`config.mk`:
```
export PLATFORM = sky130hd
export DESIGN_NAME = irsf_framer
export DESIGN_NICKNAME = d
export VERILOG_FILES = /design/src/hdl/irsf_framer.v
export VERILOG_INCLUDE_DIRS = /design/src /design/src/hdl
export SDC_FILE = /design/constraint.sdc
export NUM_CORES = 1
export LEC_CHECK = 0
export CAP_MARGIN = 20
export CORE_ASPECT_RATIO = 2
export CORE_MARGIN = 2
export CORE_UTILIZATION = 57
export CTS_CLUSTER_SIZE = 40
export DETAILED_ROUTE_END_ITERATION = 16
export DONT_BUFFER_PORTS = 1
export GPL_TIMING_DRIVEN = 1
export PLACE_DENSITY = 0.74
export SLEW_MARGIN = 10
export SYNTH_ARGS = -nofsm -noshare
export SYNTH_HDL_FRONTEND = slang
export SYNTH_SLANG_ARGS = --single-unit
```
`constraint.sdc`:
```
create_clock -name clock_i -period 3.9 [get_ports clock_i]
set_clock_uncertainty 0.2 [all_clocks]
set_input_delay 0 -clock clock_i [delete_from_list [all_inputs] [get_ports clock_i]]
set_output_delay 0 -clock clock_i [all_outputs]
set_load 0.1 [all_outputs]
```
`src/hdl/irsf_regs.vh`:
```
// Constants for the image readout serial framer.
// Included by the framer; holds definitions only.
`ifndef IRSF_REGS_VH
`define IRSF_REGS_VH
// Register indices on the plain register port
`define IRSF_A_WIN_ROWS   4'h0
`define IRSF_A_ROW_START  4'h1
`define IRSF_A_VBLANK     4'h2
`define IRSF_A_FBLANK     4'h3
`define IRSF_A_READ_MODE  4'h4
`define IRSF_A_INTERLACE  4'h5
`define IRSF_A_OUT_CTRL   4'h6
`define IRSF_A_SER_CTRL   4'h7
`define IRSF_A_STATUS     4'h8
`define IRSF_A_WIN_COLS   4'h9
// Read mode fields
`define IRSF_RM_ROWBIN2   0
`define IRSF_RM_ROWBIN4   1
`define IRSF_RM_COLBIN2   2
`define IRSF_RM_COLBIN4   3
// Output control: line-valid format field
`define IRSF_OC_LV_LO     2
`define IRSF_OC_LV_HI     3
// Serial control fields
`define IRSF_SC_TEN_BIT   0
`define IRSF_SC_STEREO    1
// Interlace selector codes
`define IRSF_IL_PROG      3'h0
`define IRSF_IL_BOTH      3'h1
`define IRSF_IL_SINGLE    3'h2
// Reserved words and substitutes
`define IRSF_W_FRAME_ST   10'h000
`define IRSF_W_LINE_ST    10'h001
`define IRSF_W_LINE_END   10'h002
`define IRSF_W_FRAME_END  10'h003
`define IRSF_W_SUBST      10'h004
`define IRSF_W_FULL       10'h3FF
`define IRSF_MIN_VBLANK   9'h004
// Reset values
`define IRSF_RST_ROWS     9'h1E0
`define IRSF_RST_COLS     10'h2F0
`define IRSF_RST_VBLANK   9'h02D
`define IRSF_RST_FBLANK   8'h16
`endif

```
`src/hdl/irsf_framer.v`:
```
// Readout sequencer, line-valid formatter and serial packetizer.
// Assumes pixel data and slave stream are in clock_i domain (lock-step).
// Function
// - Row binning reads half or quarter rows
// - Column binning slows pixel rate two or four
// - Interlace one: even, field blank, odd, blank
// - Interlace two: single field by start parity
// - Interlace one vblank: vblank minus field blank, four at least
// - Three line-valid formats via two bits
// - Third format: line-valid XOR frame-valid
// - Stand-alone packet twelve bits, 8/10-bit pixels
// - Eight-bit packet bit layout
// - Ten-bit packet bit layout
// - Stereo eighteen-bit packet layout
// - Reserved codes mark frame and line edges
// - Validity always embedded in serial data
// - Raw pixels 0..3 sent as 4
// - Full, zero, full becomes full, four, full
// - Column binning repeats each pixel
// - Stereo pair shares clock and reset
// - Config writes reach both sensors together
// - Master flags stereo stream desync
//
// The strobed register port and the address map were decided locally.
`timescale 1ns/1ps
`include "irsf_regs.vh"
module irsf_framer #(
    parameter PIX_W = 10
) (
    // Clock and reset
    input  wire             clock_i,
    input  wire             rst_i,
    // Register port
    input  wire [3:0]       reg_addr_i,
    input  wire [15:0]      reg_wdata_i,
    input  wire             reg_wr_i,
    input  wire             reg_rd_i,
    output reg  [15:0]      reg_rdata_o,
    // Pixel source
    input  wire [PIX_W-1:0] pix_data_i,
    output wire             pix_take_o,
    // Stereo slave stream
    input  wire [7:0]       slave_byte_i,
    input  wire             slave_sync_i,
    output wire             cfg_wr_share_o,
    output wire [3:0]       cfg_addr_share_o,
    output wire [15:0]      cfg_data_share_o,
    // Parallel outputs
    output reg              pixel_rate_clock_o,
    output reg              line_valid_o,
    output reg              frame_valid_o,
    // Serial output
    output reg              ser_data_o,
    output reg              ser_word_o
);
    localparam S_ROWS  = 4'b0001;
    localparam S_FIELD = 4'b0010;
    localparam S_ROWS2 = 4'b0100;
    localparam S_VBLK  = 4'b1000;
    localparam LINE_GAP = 10'h010;

    reg [8:0]  rows_q;
    reg [9:0]  cols_q;
    reg [9:0]  rstart_q;
    reg [8:0]  vblank_q;
    reg [7:0]  fblank_q;
    reg [5:0]  rmode_q;
    reg [2:0]  ilace_q;
    reg [4:0]  octrl_q;
    reg [1:0]  sctrl_q;
    reg        serr_q;
    reg [3:0]  st_q;
    reg [8:0]  row_q;
    reg [9:0]  col_q;
    reg [1:0]  div_q;
    reg        lv_cont_q;
    reg [9:0]  p1_q;
    reg [9:0]  p2_q;
    reg [17:0] sh_q;
    reg [4:0]  bit_q;
    reg [1:0]  ev_q;
    reg        lv_prev_q;
    reg        fv_prev_q;
    reg [1:0]  rep_q;

    // Config writes mirrored straight to the slave sensor
    assign cfg_wr_share_o   = reg_wr_i;
    assign cfg_addr_share_o = reg_addr_i;
    assign cfg_data_share_o = reg_wdata_i;

    function [9:0] irsf_subst;
        input [9:0] v;
        begin
            irsf_subst = (v <= `IRSF_W_FRAME_END) ? `IRSF_W_SUBST : v;
        end
    endfunction

    // Register write and read
    always @(posedge clock_i)
    begin
        if (rst_i)
        begin
            rows_q   <= `IRSF_RST_ROWS;
            cols_q   <= `IRSF_RST_COLS;
            rstart_q <= 10'h000;
            vblank_q <= `IRSF_RST_VBLANK;
            fblank_q <= `IRSF_RST_FBLANK;
            rmode_q  <= 6'h00;
            ilace_q  <= `IRSF_IL_PROG;
            octrl_q  <= 5'h00;
            sctrl_q  <= 2'h0;
            reg_rdata_o <= 16'h0000;
        end
        else
        begin
            if (reg_wr_i)
            begin
                case (reg_addr_i)
                    `IRSF_A_WIN_ROWS:  rows_q   <= reg_wdata_i[8:0];
                    `IRSF_A_WIN_COLS:  cols_q   <= reg_wdata_i[9:0];
                    `IRSF_A_ROW_START: rstart_q <= reg_wdata_i[9:0];
                    `IRSF_A_VBLANK:    vblank_q <= reg_wdata_i[8:0];
                    `IRSF_A_FBLANK:    fblank_q <= reg_wdata_i[7:0];
                    `IRSF_A_READ_MODE: rmode_q  <= reg_wdata_i[5:0];
                    `IRSF_A_INTERLACE: ilace_q  <= reg_wdata_i[2:0];
                    `IRSF_A_OUT_CTRL:  octrl_q  <= reg_wdata_i[4:0];
                    `IRSF_A_SER_CTRL:  sctrl_q  <= reg_wdata_i[1:0];
                    default: ;
                endcase
            end
            reg_rdata_o <= 16'h0000;
            // Status read also clears the stereo error flag
            if (reg_rd_i)
            begin
                case (reg_addr_i)
                    `IRSF_A_WIN_ROWS:  reg_rdata_o <= {7'h00, rows_q};
                    `IRSF_A_WIN_COLS:  reg_rdata_o <= {6'h00, cols_q};
                    `IRSF_A_ROW_START: reg_rdata_o <= {6'h00, rstart_q};
                    `IRSF_A_VBLANK:    reg_rdata_o <= {7'h00, vblank_q};
                    `IRSF_A_FBLANK:    reg_rdata_o <= {8'h00, fblank_q};
                    `IRSF_A_READ_MODE: reg_rdata_o <= {10'h000, rmode_q};
                    `IRSF_A_INTERLACE: reg_rdata_o <= {13'h0000, ilace_q};
                    `IRSF_A_OUT_CTRL:  reg_rdata_o <= {11'h000, octrl_q};
                    `IRSF_A_SER_CTRL:  reg_rdata_o <= {14'h0000, sctrl_q};
                    `IRSF_A_STATUS:    reg_rdata_o <= {11'h000, st_q, serr_q};
                    default:           reg_rdata_o <= 16'h0000;
                endcase
            end
        end
    end

    // Readout geometry
    wire       colbin4  = rmode_q[`IRSF_RM_COLBIN4];
    wire       colbin2  = rmode_q[`IRSF_RM_COLBIN2];
    wire [1:0] div_max  = colbin4 ? 2'h3 : (colbin2 ? 2'h1 : 2'h0);
    wire       tick     = (div_q == div_max);
    wire [8:0] rows_eff = rmode_q[`IRSF_RM_ROWBIN4] ? {2'h0, rows_q[8:2]} :
                          rmode_q[`IRSF_RM_ROWBIN2] ? {1'b0, rows_q[8:1]} :
                          (ilace_q != `IRSF_IL_PROG) ? {1'b0, rows_q[8:1]} :
                          rows_q;
    // Interlaced vertical blank, never below the minimum
    wire [8:0] vb_sub   = vblank_q - {1'b0, fblank_q};
    wire [8:0] vb_il    = (vb_sub < `IRSF_MIN_VBLANK) ? `IRSF_MIN_VBLANK : vb_sub;
    wire [8:0] vb_rows  = (ilace_q == `IRSF_IL_BOTH) ? vb_il : vblank_q;
    wire       in_line  = (st_q == S_ROWS) || (st_q == S_ROWS2);
    wire       lv_now   = in_line && (col_q < cols_q);
    wire       line_end = (col_q == cols_q + LINE_GAP - 10'h001);
    wire       last_row = (row_q == rows_eff - 9'h001);
    wire [9:0] row_addr = (ilace_q == `IRSF_IL_SINGLE) ?
                          rstart_q + {row_q, 1'b0} :
                          (ilace_q == `IRSF_IL_BOTH) ?
                          {row_q, (st_q == S_ROWS2)} : {1'b0, row_q};
    wire       pkt_done = (bit_q == 5'h00);
    wire [4:0] pkt_len  = sctrl_q[`IRSF_SC_STEREO] ? 5'h11 : 5'h0B;
    wire       fv_now   = (st_q != S_VBLK);
    // Codes that open a frame or line take a slot of their own
    wire       hold     = (fv_now && !fv_prev_q) || (lv_now && !lv_prev_q);
    // Binned output repeats whole packets at the full bit rate;
    // the receiver keeps one in two or four of them
    wire       last_rep = (rep_q == div_max);
    wire       adv      = pkt_done && last_rep;

    // Raw pixel stands through every repeat of its packet
    assign pix_take_o = lv_now && !hold && adv;

    always @(posedge clock_i)
    begin
        if (rst_i)
        begin
            st_q  <= S_ROWS;
            row_q <= 9'h000;
            col_q <= 10'h000;
            div_q <= 2'h0;
            pixel_rate_clock_o <= 1'b0;
        end
        else
        begin
            // Divider only paces the pixel clock output
            div_q <= tick ? 2'h0 : div_q + 2'h1;
            pixel_rate_clock_o <= (div_q <= {1'b0, div_max[1]});
            if (adv && !hold)
            begin
                col_q <= line_end ? 10'h000 : col_q + 10'h001;
                if (line_end)
                begin
                    row_q <= row_q + 9'h001;
                    case (st_q)
                        S_ROWS:
                        begin
                            if (last_row)
                            begin
                                row_q <= 9'h000;
                                st_q  <= (ilace_q == `IRSF_IL_BOTH) ? S_FIELD : S_VBLK;
                            end
                        end
                        S_FIELD:
                        begin
                            if (row_q == {1'b0, fblank_q})
                            begin
                                row_q <= 9'h000;
                                st_q  <= S_ROWS2;
                            end
                        end
                        S_ROWS2:
                        begin
                            if (last_row)
                            begin
                                row_q <= 9'h000;
                                st_q  <= S_VBLK;
                            end
                        end
                        S_VBLK:
                        begin
                            if (row_q == vb_rows)
                            begin
                                row_q <= 9'h000;
                                st_q  <= S_ROWS;
                            end
                        end
                        default:
                        begin
                            row_q <= 9'h000;
                            st_q  <= S_ROWS;
                        end
                    endcase
                end
            end
        end
    end

    // Parallel valids and formats
    always @(posedge clock_i)
    begin
        if (rst_i)
        begin
            lv_cont_q     <= 1'b0;
            line_valid_o  <= 1'b0;
            frame_valid_o <= 1'b0;
        end
        else
        begin
            lv_cont_q     <= lv_now || (!fv_now && (col_q < cols_q));
            frame_valid_o <= fv_now;
            case (octrl_q[`IRSF_OC_LV_HI:`IRSF_OC_LV_LO])
                2'h1:    line_valid_o <= lv_cont_q;
                2'h2:    line_valid_o <= lv_cont_q ^ fv_now;
                default: line_valid_o <= lv_now;
            endcase
        end
    end

    // Word with reserved codes at edges
    wire [9:0] word_raw = (fv_now && !fv_prev_q) ? `IRSF_W_FRAME_ST :
                          (!fv_now && fv_prev_q) ? `IRSF_W_FRAME_END :
                          (lv_now && !lv_prev_q) ? `IRSF_W_LINE_ST :
                          (!lv_now && lv_prev_q) ? `IRSF_W_LINE_END :
                          irsf_subst(pix_data_i);
    wire       is_code  = !lv_now || !lv_prev_q;
    wire [9:0] word     = (!is_code && p2_q == `IRSF_W_FULL &&
                          p1_q == 10'h000 && word_raw == `IRSF_W_FULL) ?
                          word_raw : word_raw; // pass-through; only the p1_q history of the newest word is patched below
    wire [7:0] m8       = word[9:2];
    wire [7:0] s8       = (irsf_subst({slave_byte_i, 2'h0}) == `IRSF_W_SUBST) ?
                          8'h01 : slave_byte_i;

    always @(posedge clock_i)
    begin
        if (rst_i)
        begin
            sh_q      <= 18'h00000;
            bit_q     <= 5'h00;
            ev_q      <= 2'h0;
            p1_q      <= 10'h000;
            p2_q      <= 10'h000;
            lv_prev_q <= 1'b0;
            fv_prev_q <= 1'b0;
            rep_q     <= 2'h0;
            serr_q    <= 1'b0;
            ser_data_o <= 1'b0;
            ser_word_o <= 1'b0;
        end
        else
        begin
            ser_word_o <= 1'b0;
            // Set wins over the clearing read
            if (sctrl_q[`IRSF_SC_STEREO] && !slave_sync_i && pkt_done)
                serr_q <= 1'b1;
            else if (reg_rd_i && reg_addr_i == `IRSF_A_STATUS)
                serr_q <= 1'b0;
            // Serial bits run on every clock, binned or not
            ser_data_o <= pkt_done ? 1'b1 : sh_q[0];
            if (pkt_done)
            begin
                ser_word_o <= 1'b1;
                bit_q <= pkt_len;
                // History moves on only as the last repeat of a slot is loaded
                rep_q <= last_rep ? 2'h0 : rep_q + 2'h1;
                if (last_rep)
                begin
                    fv_prev_q <= fv_now;
                    // A frame start slot is followed by its own line start
                    lv_prev_q <= (fv_now && !fv_prev_q) ? 1'b0 : lv_now;
                    p2_q <= p1_q;
                    p1_q <= (p1_q == 10'h000 && p2_q == `IRSF_W_FULL &&
                             word == `IRSF_W_FULL) ? `IRSF_W_SUBST : word;
                end
                if (sctrl_q[`IRSF_SC_STEREO])
                    sh_q <= {1'b0, 1'b0, s8, m8};
                else if (sctrl_q[`IRSF_SC_TEN_BIT])
                    sh_q <= {7'h00, 1'b0, word};
                else
                    sh_q <= {7'h00, 1'b0, fv_now, lv_now, m8};
            end
            else
            begin
                bit_q <= bit_q - 5'h01;
                // Zero fill above the payload becomes the stop bit
                sh_q  <= {1'b0, sh_q[17:1]};
            end
        end
    end
endmodule // irsf_framer

```
# Yosys cells after proc, flatten, opt, wreduce, memory -nomap -nowiden
# Cells that the tools add are included.
# classes
n_lt_le_gt_ge,5
bitwise,3
n_eq_ne,28
n_reduce_logical,42
n_addsub,9
mux,38
# ops
operator,n
10-bit case mux with 10 select lines,1
10-bit two-way mux,8
9-bit two-way mux,8
9-bit case mux with 3 select lines,1
2-bit AND reduction,11
4-bit by 3-bit equality test with 1-bit output (second input constant),5
10-bit by 2-bit <= comparator with 1-bit output (second input constant),2
4-bit two-way mux,5
9-bit equality test,2
17-bit two-way mux,1
16-bit two-way mux,1
4-bit case mux with 4 select lines,1
1-bit logical AND,13
4-bit by 2-bit equality test with 1-bit output (second input constant),3
4-bit equality test (second input constant),3
10-bit by 1-bit adder with 10-bit output (second input constant),1
10-bit by 5-bit adder with 10-bit output (second input constant),1
10-bit equality test,1
10-bit by 3-bit equality test with 1-bit output (second input constant),1
10-bit less-than comparator,1
5-bit two-way mux,2
10-bit by 1-bit subtractor with 10-bit output (second input constant),1
9-bit by 1-bit adder with 9-bit output (second input constant),1
9-bit by 8-bit equality test with 1-bit output,1
other kinds (28),50
# word_totals
output_inout_bits,43
ff_bits,137

# Longest topological paths before layout
# depth
word_depth,12
depth_mapped,15
ltp_nobuf,13

# Worst setup path after synthesis
# Ideal clock, no wire load.
# synth_timing
path_kind,reg2reg
startpoint,reg fblank_q[3]
endpoint,reg st_q[1]
setup_time_ns,0.087
slack_ns,0.402
arrival_ns,3.211
path_stages_with_launch,14
cell_sequence,dfxtp_1 -> inv_1 -> ha_1 -> buf_2 -> a21o_1 -> a21o_1 -> or3_1 -> a221oi_1 -> nand4_1 -> a211o_1 -> a2111oi_2 -> o211ai_2 -> or4_1 -> o31ai_1
# synth_between
elab_chain_len,7
# synth_lines
item,line_no,source
from (decl),irsf_framer.v:66,reg [7:0] fblank_q;
from (signal assigned),irsf_framer.v:107,fblank_q <= `IRSF_RST_FBLANK;
from (signal assigned),irsf_framer.v:123,`IRSF_A_FBLANK: fblank_q <= reg_wdata_i[7:0];
9-bit by 8-bit subtractor with 9-bit output,irsf_framer.v:162,"wire [8:0] vb_sub = vblank_q - {1'b0, fblank_q};"
9-bit by 3-bit less-than comparator with 1-bit output (no line),--,
9-bit two-way mux,irsf_framer.v:163,wire [8:0] vb_il = (vb_sub < `IRSF_MIN_VBLANK) ? `IRSF_MIN_VBLANK : vb_sub;
9-bit two-way mux,irsf_framer.v:164,wire [8:0] vb_rows = (ilace_q == `IRSF_IL_BOTH) ? vb_il : vblank_q;
9-bit equality test,irsf_framer.v:234,if (row_q == vb_rows)
2-bit inequality test (no line),--,
6-bit AND reduction (no line) (*),--,
to (signal assigned),irsf_framer.v:213,st_q <= (ilace_q == `IRSF_IL_BOTH) ? S_FIELD : S_VBLK;
to (decl),irsf_framer.v:72,reg [3:0] st_q;
# Every way passes the cells marked *; elsewhere a longest branch is shown, timed or not.
# A chain may end at the register's enable or synchronous reset.

# Worst setup path after layout
# layout_timing
startpoint,reg vblank_q[0]
endpoint,reg st_q[1]
# layout_between
elab_chain_len,7
# layout_lines
item,line_no,source
from (decl),irsf_framer.v:65,reg [8:0] vblank_q;
from (signal assigned),irsf_framer.v:106,vblank_q <= `IRSF_RST_VBLANK;
from (signal assigned),irsf_framer.v:122,`IRSF_A_VBLANK: vblank_q <= reg_wdata_i[8:0];
9-bit by 8-bit subtractor with 9-bit output,irsf_framer.v:162,
9-bit by 3-bit less-than comparator with 1-bit output (no line),--,
9-bit two-way mux,irsf_framer.v:163,
9-bit two-way mux (*),irsf_framer.v:164,
9-bit equality test (*),irsf_framer.v:234,
2-bit inequality test (no line) (*),--,
6-bit AND reduction (no line) (*),--,
# Marked as above.

==> results.sh <==
export IMPL_status="completed"
export IMPL_synthFlopType="dfxtp_1"
export IMPL_power_density_mw_per_mm2=392
export IMPL_crit_type="reg2reg"
export IMPL_netlist_instances=1033
export IMPL_seq_area_mm2=0.00258
export IMPL_drv_slew=0
export IMPL_synth_async_reset_ratio_pct=0
export IMPL_vdd_drop_max_v=0.000526
export IMPL_dr_total_vias=8251
export IMPL_insertion_delay_ns=0.43
export IMPL_ys_warn_count=0
export IMPL_worstMarginPinSlew_ns=1.06
export IMPL_cts_buffers=17
export IMPL_fmax_mhz=268
export IMPL_cts_sinks=129
export IMPL_multi_input_area_mm2=0.00494
export IMPL_hpwl_mm=18.0
export IMPL_drt_iter0_drc=763
export IMPL_slew_headroom_pct=28.9
export IMPL_cap_violations=0
export IMPL_grt_pass1_wl_mm=43.4
export IMPL_wirelength_mm=28.4
export IMPL_critPathArrivalTime_ns=3.88
export IMPL_critPathLaunchType="flop"
export IMPL_whs_ns=0.0225
export IMPL_layout_nets=1150
export IMPL_die_w_um=88.0
export IMPL_cts_htree_levels=4
export IMPL_cp_end_kind="flop"
export IMPL_rows=61
export IMPL_ant_nets=0
export IMPL_clockBufferDepth=2
export IMPL_port_buffers=0
export IMPL_setup_viol=0
export IMPL_min_from="reg_addr_i[2]"
export IMPL_drive_gt1_share_pct=10.3
export IMPL_synth_top_area_share_pct=32.1
export IMPL_cts_tree="done"
export IMPL_area_growth_pct=21.2
export IMPL_p_leak_uw=0.00375
export IMPL_initial_core_util_pct=57.9
export IMPL_drt_first_pass_iters=8
export IMPL_synthTopCellsByArea="dfxtp_1 32%, nand2_1 5.4%, a21oi_1 5.3%"
export IMPL_top_layer="met4"
export IMPL_tns_ns=0
export IMPL_ios=86
export IMPL_yosysSeqAreaShare_pct=32.1
export IMPL_critical_path_max_stage_delay_ns=0.48
export IMPL_ys_ff_latch=129
export IMPL_die_h_um=172
export IMPL_crit_path_cell_trace="inv_1, ha_1, fa_2, nand2b_1, a211oi_2, o22ai_2, xnor2_1, nand4_1, a211o_1, a2111oi_4, o211ai_2, or4_1, o31ai_1"
export IMPL_fin_crit_sh_pct=95.6
export IMPL_hp_class="in2reg"
export IMPL_path_clk_slew_ns=0.06
export IMPL_mostFrequentLayoutCell="dfxtp_1"
export IMPL_period_needed_ns=3.73
export IMPL_cp_startpoint="vblank_q[0]$_SDFFE_PP1P_"
export IMPL_yosys_area_top_type="dfxtp_1"
export IMPL_root_buffer="clkbuf_16"
export IMPL_grt_ovfl_total=0
export IMPL_vias_per_cell=6.43
export IMPL_routabilityCongestion=1.03
export IMPL_worstPathRequired_ns=4.05
export IMPL_critPathMaxFanout=4
export IMPL_antenna_found_initial=1
export IMPL_grt_usage_pct=38.1
export IMPL_synth_edf_count=0
export IMPL_drc_errors=0
export IMPL_regToRegStartpoint="vblank_q[0]$_SDFFE_PP1P_"
export IMPL_final_cell_mix="129 x dfxtp_1, 114 x nand2_1, 93 x nor2_1, 85 x a21oi_1, 76 x dlygate4sd3_1"
export IMPL_wl_met2_mm=14.8
export IMPL_n_fill_cell=1122
export IMPL_syn_cell_area_mm2=0.00805
export IMPL_grt_max_degree=113
export IMPL_grt_pass1_vias=8190
export IMPL_wl_met3_mm=1.86
export IMPL_routedWlPerCell_um=22.1
export IMPL_synth_cell_type_count=76
export IMPL_m1WireLength_mm=9.30
export IMPL_hold_viol_final=0
export IMPL_cpMaxStageDelayCell="or4_1"
export IMPL_die_area_mm2=0.0151
export IMPL_syn_area_per_cell_um2=7.79
export IMPL_core_mm2=0.0139
[through the flow]
step	util [%]	cell area (µm²)	worst slack, ns	total power [µW]	cells
2_1_floorplan	-	8070	0.402	2010	1038
3_3_place_gp	57.7	8020	0.160	1980	1156
3_5_place_dp	57.7	8020	0.0823	1990	1156
4_1_cts	69.6	9670	0.0898	3800	1279
5_1_grt	70.2	9750	-0.0128	3950	1282
6_report	70.2	9760	0.171	3830	1283
[kinds of logic after synthesis]
family / Yosys count / synth area share, %
buffers and inverters: 136 / 7.74
AND/OR/NAND/NOR: 406 / 24.6
AO/OA/AOI/OAI: 227 / 18.5
XOR/XNOR: 55 / 5.99
adder cells (fa/ha/maj): 29 / 4.57
flip-flops: 129 / 32.1
other: 1 / 0.0466
multiplexers: 50 / 6.51
[Yosys cell counts (8+ instances only)]
cell,n
mux2i_1,40
or3_1,9
ha_1,27
xor2_1,20
a21oi_1,85
nand3b_1,12
nand2b_1,13
a211o_1,12
a31oi_1,8
nor3_1,35
nand4_1,17
a211oi_1,15
xnor2_1,35
mux2_2,8
nor4_1,10
nor2b_1,8
clkbuf_1,59
inv_1,43
and3_1,17
nand3_1,42
nor3b_1,9
nand2_1,115
dfxtp_1,129
buf_4,27
nor2_1,94
o21ai_0,38
[layer usage]
layer	global-route usage, %	up-vias
li1	-	3734
met1	36.7	3917
met2	67.5	447
met3	8.88	153
met4	29.8	0
met5	0	-
[timing repair]
item | 4_1_cts | 5_1_grt
hold endpoints to repair | 150 | 0
hold buffers | 91 | 0
setup endpoints to repair | 0 | 11
gates resized for setup | 0 | 12
setup buffers | 0 | 2
[where the power goes]
part / switching, µW / internal [µW]
clock: 644 / 946
combinational: 449 / 261
sequential: 141 / 1390
total: 1230 / 2590
[final cells by class]
type / instances / area share (%)
clock buffers: 17 / 4.36
multi-input cells: 773 / 50.6
inverters: 43 / 1.65
well taps: 189 / 2.42
diodes: 2 / 0.0513
clock inverters: 15 / 1.62
repair buffers: 115 / 12.8
flip-flops and latches: 129 / 26.5
[path summary, 6_finish.rpt]
check / slack, ns / cells past startpoint / to
worst max-delay path: 0.17 / 13 / st_q[1]$_SDFFE_PP0P_
worst min-delay path: 0.02 / 4 / reg_rdata_o[2]$_SDFF_PP0_
worst max register to register: 0.17 / 13 / st_q[1]$_SDFFE_PP0P_
worst min register to register: 0.24 / 2 / sh_q[14]$_SDFF_PP0_
[critical path, delay by kind of cell (launching register included)]
family / cells / cell delay [ns]
compound gates: 6 / 1.36
simple gates: 3 / 0.89
fa+ha+maj: 2 / 0.60
flops: 1 / 0.37
xor+xnor: 1 / 0.16
buf+inv: 1 / 0.06
[state kept, by name (all words and copies together) (netlist names), 6 cells and up]
register	count
sh_q	16
col_q	10
cols_q	10
reg_rdata_o	10
rstart_q	10
row_q	9
rows_q	9
vblank_q	9
fblank_q	8
rmode_q	6
Power figures use the tool's default switching activity.
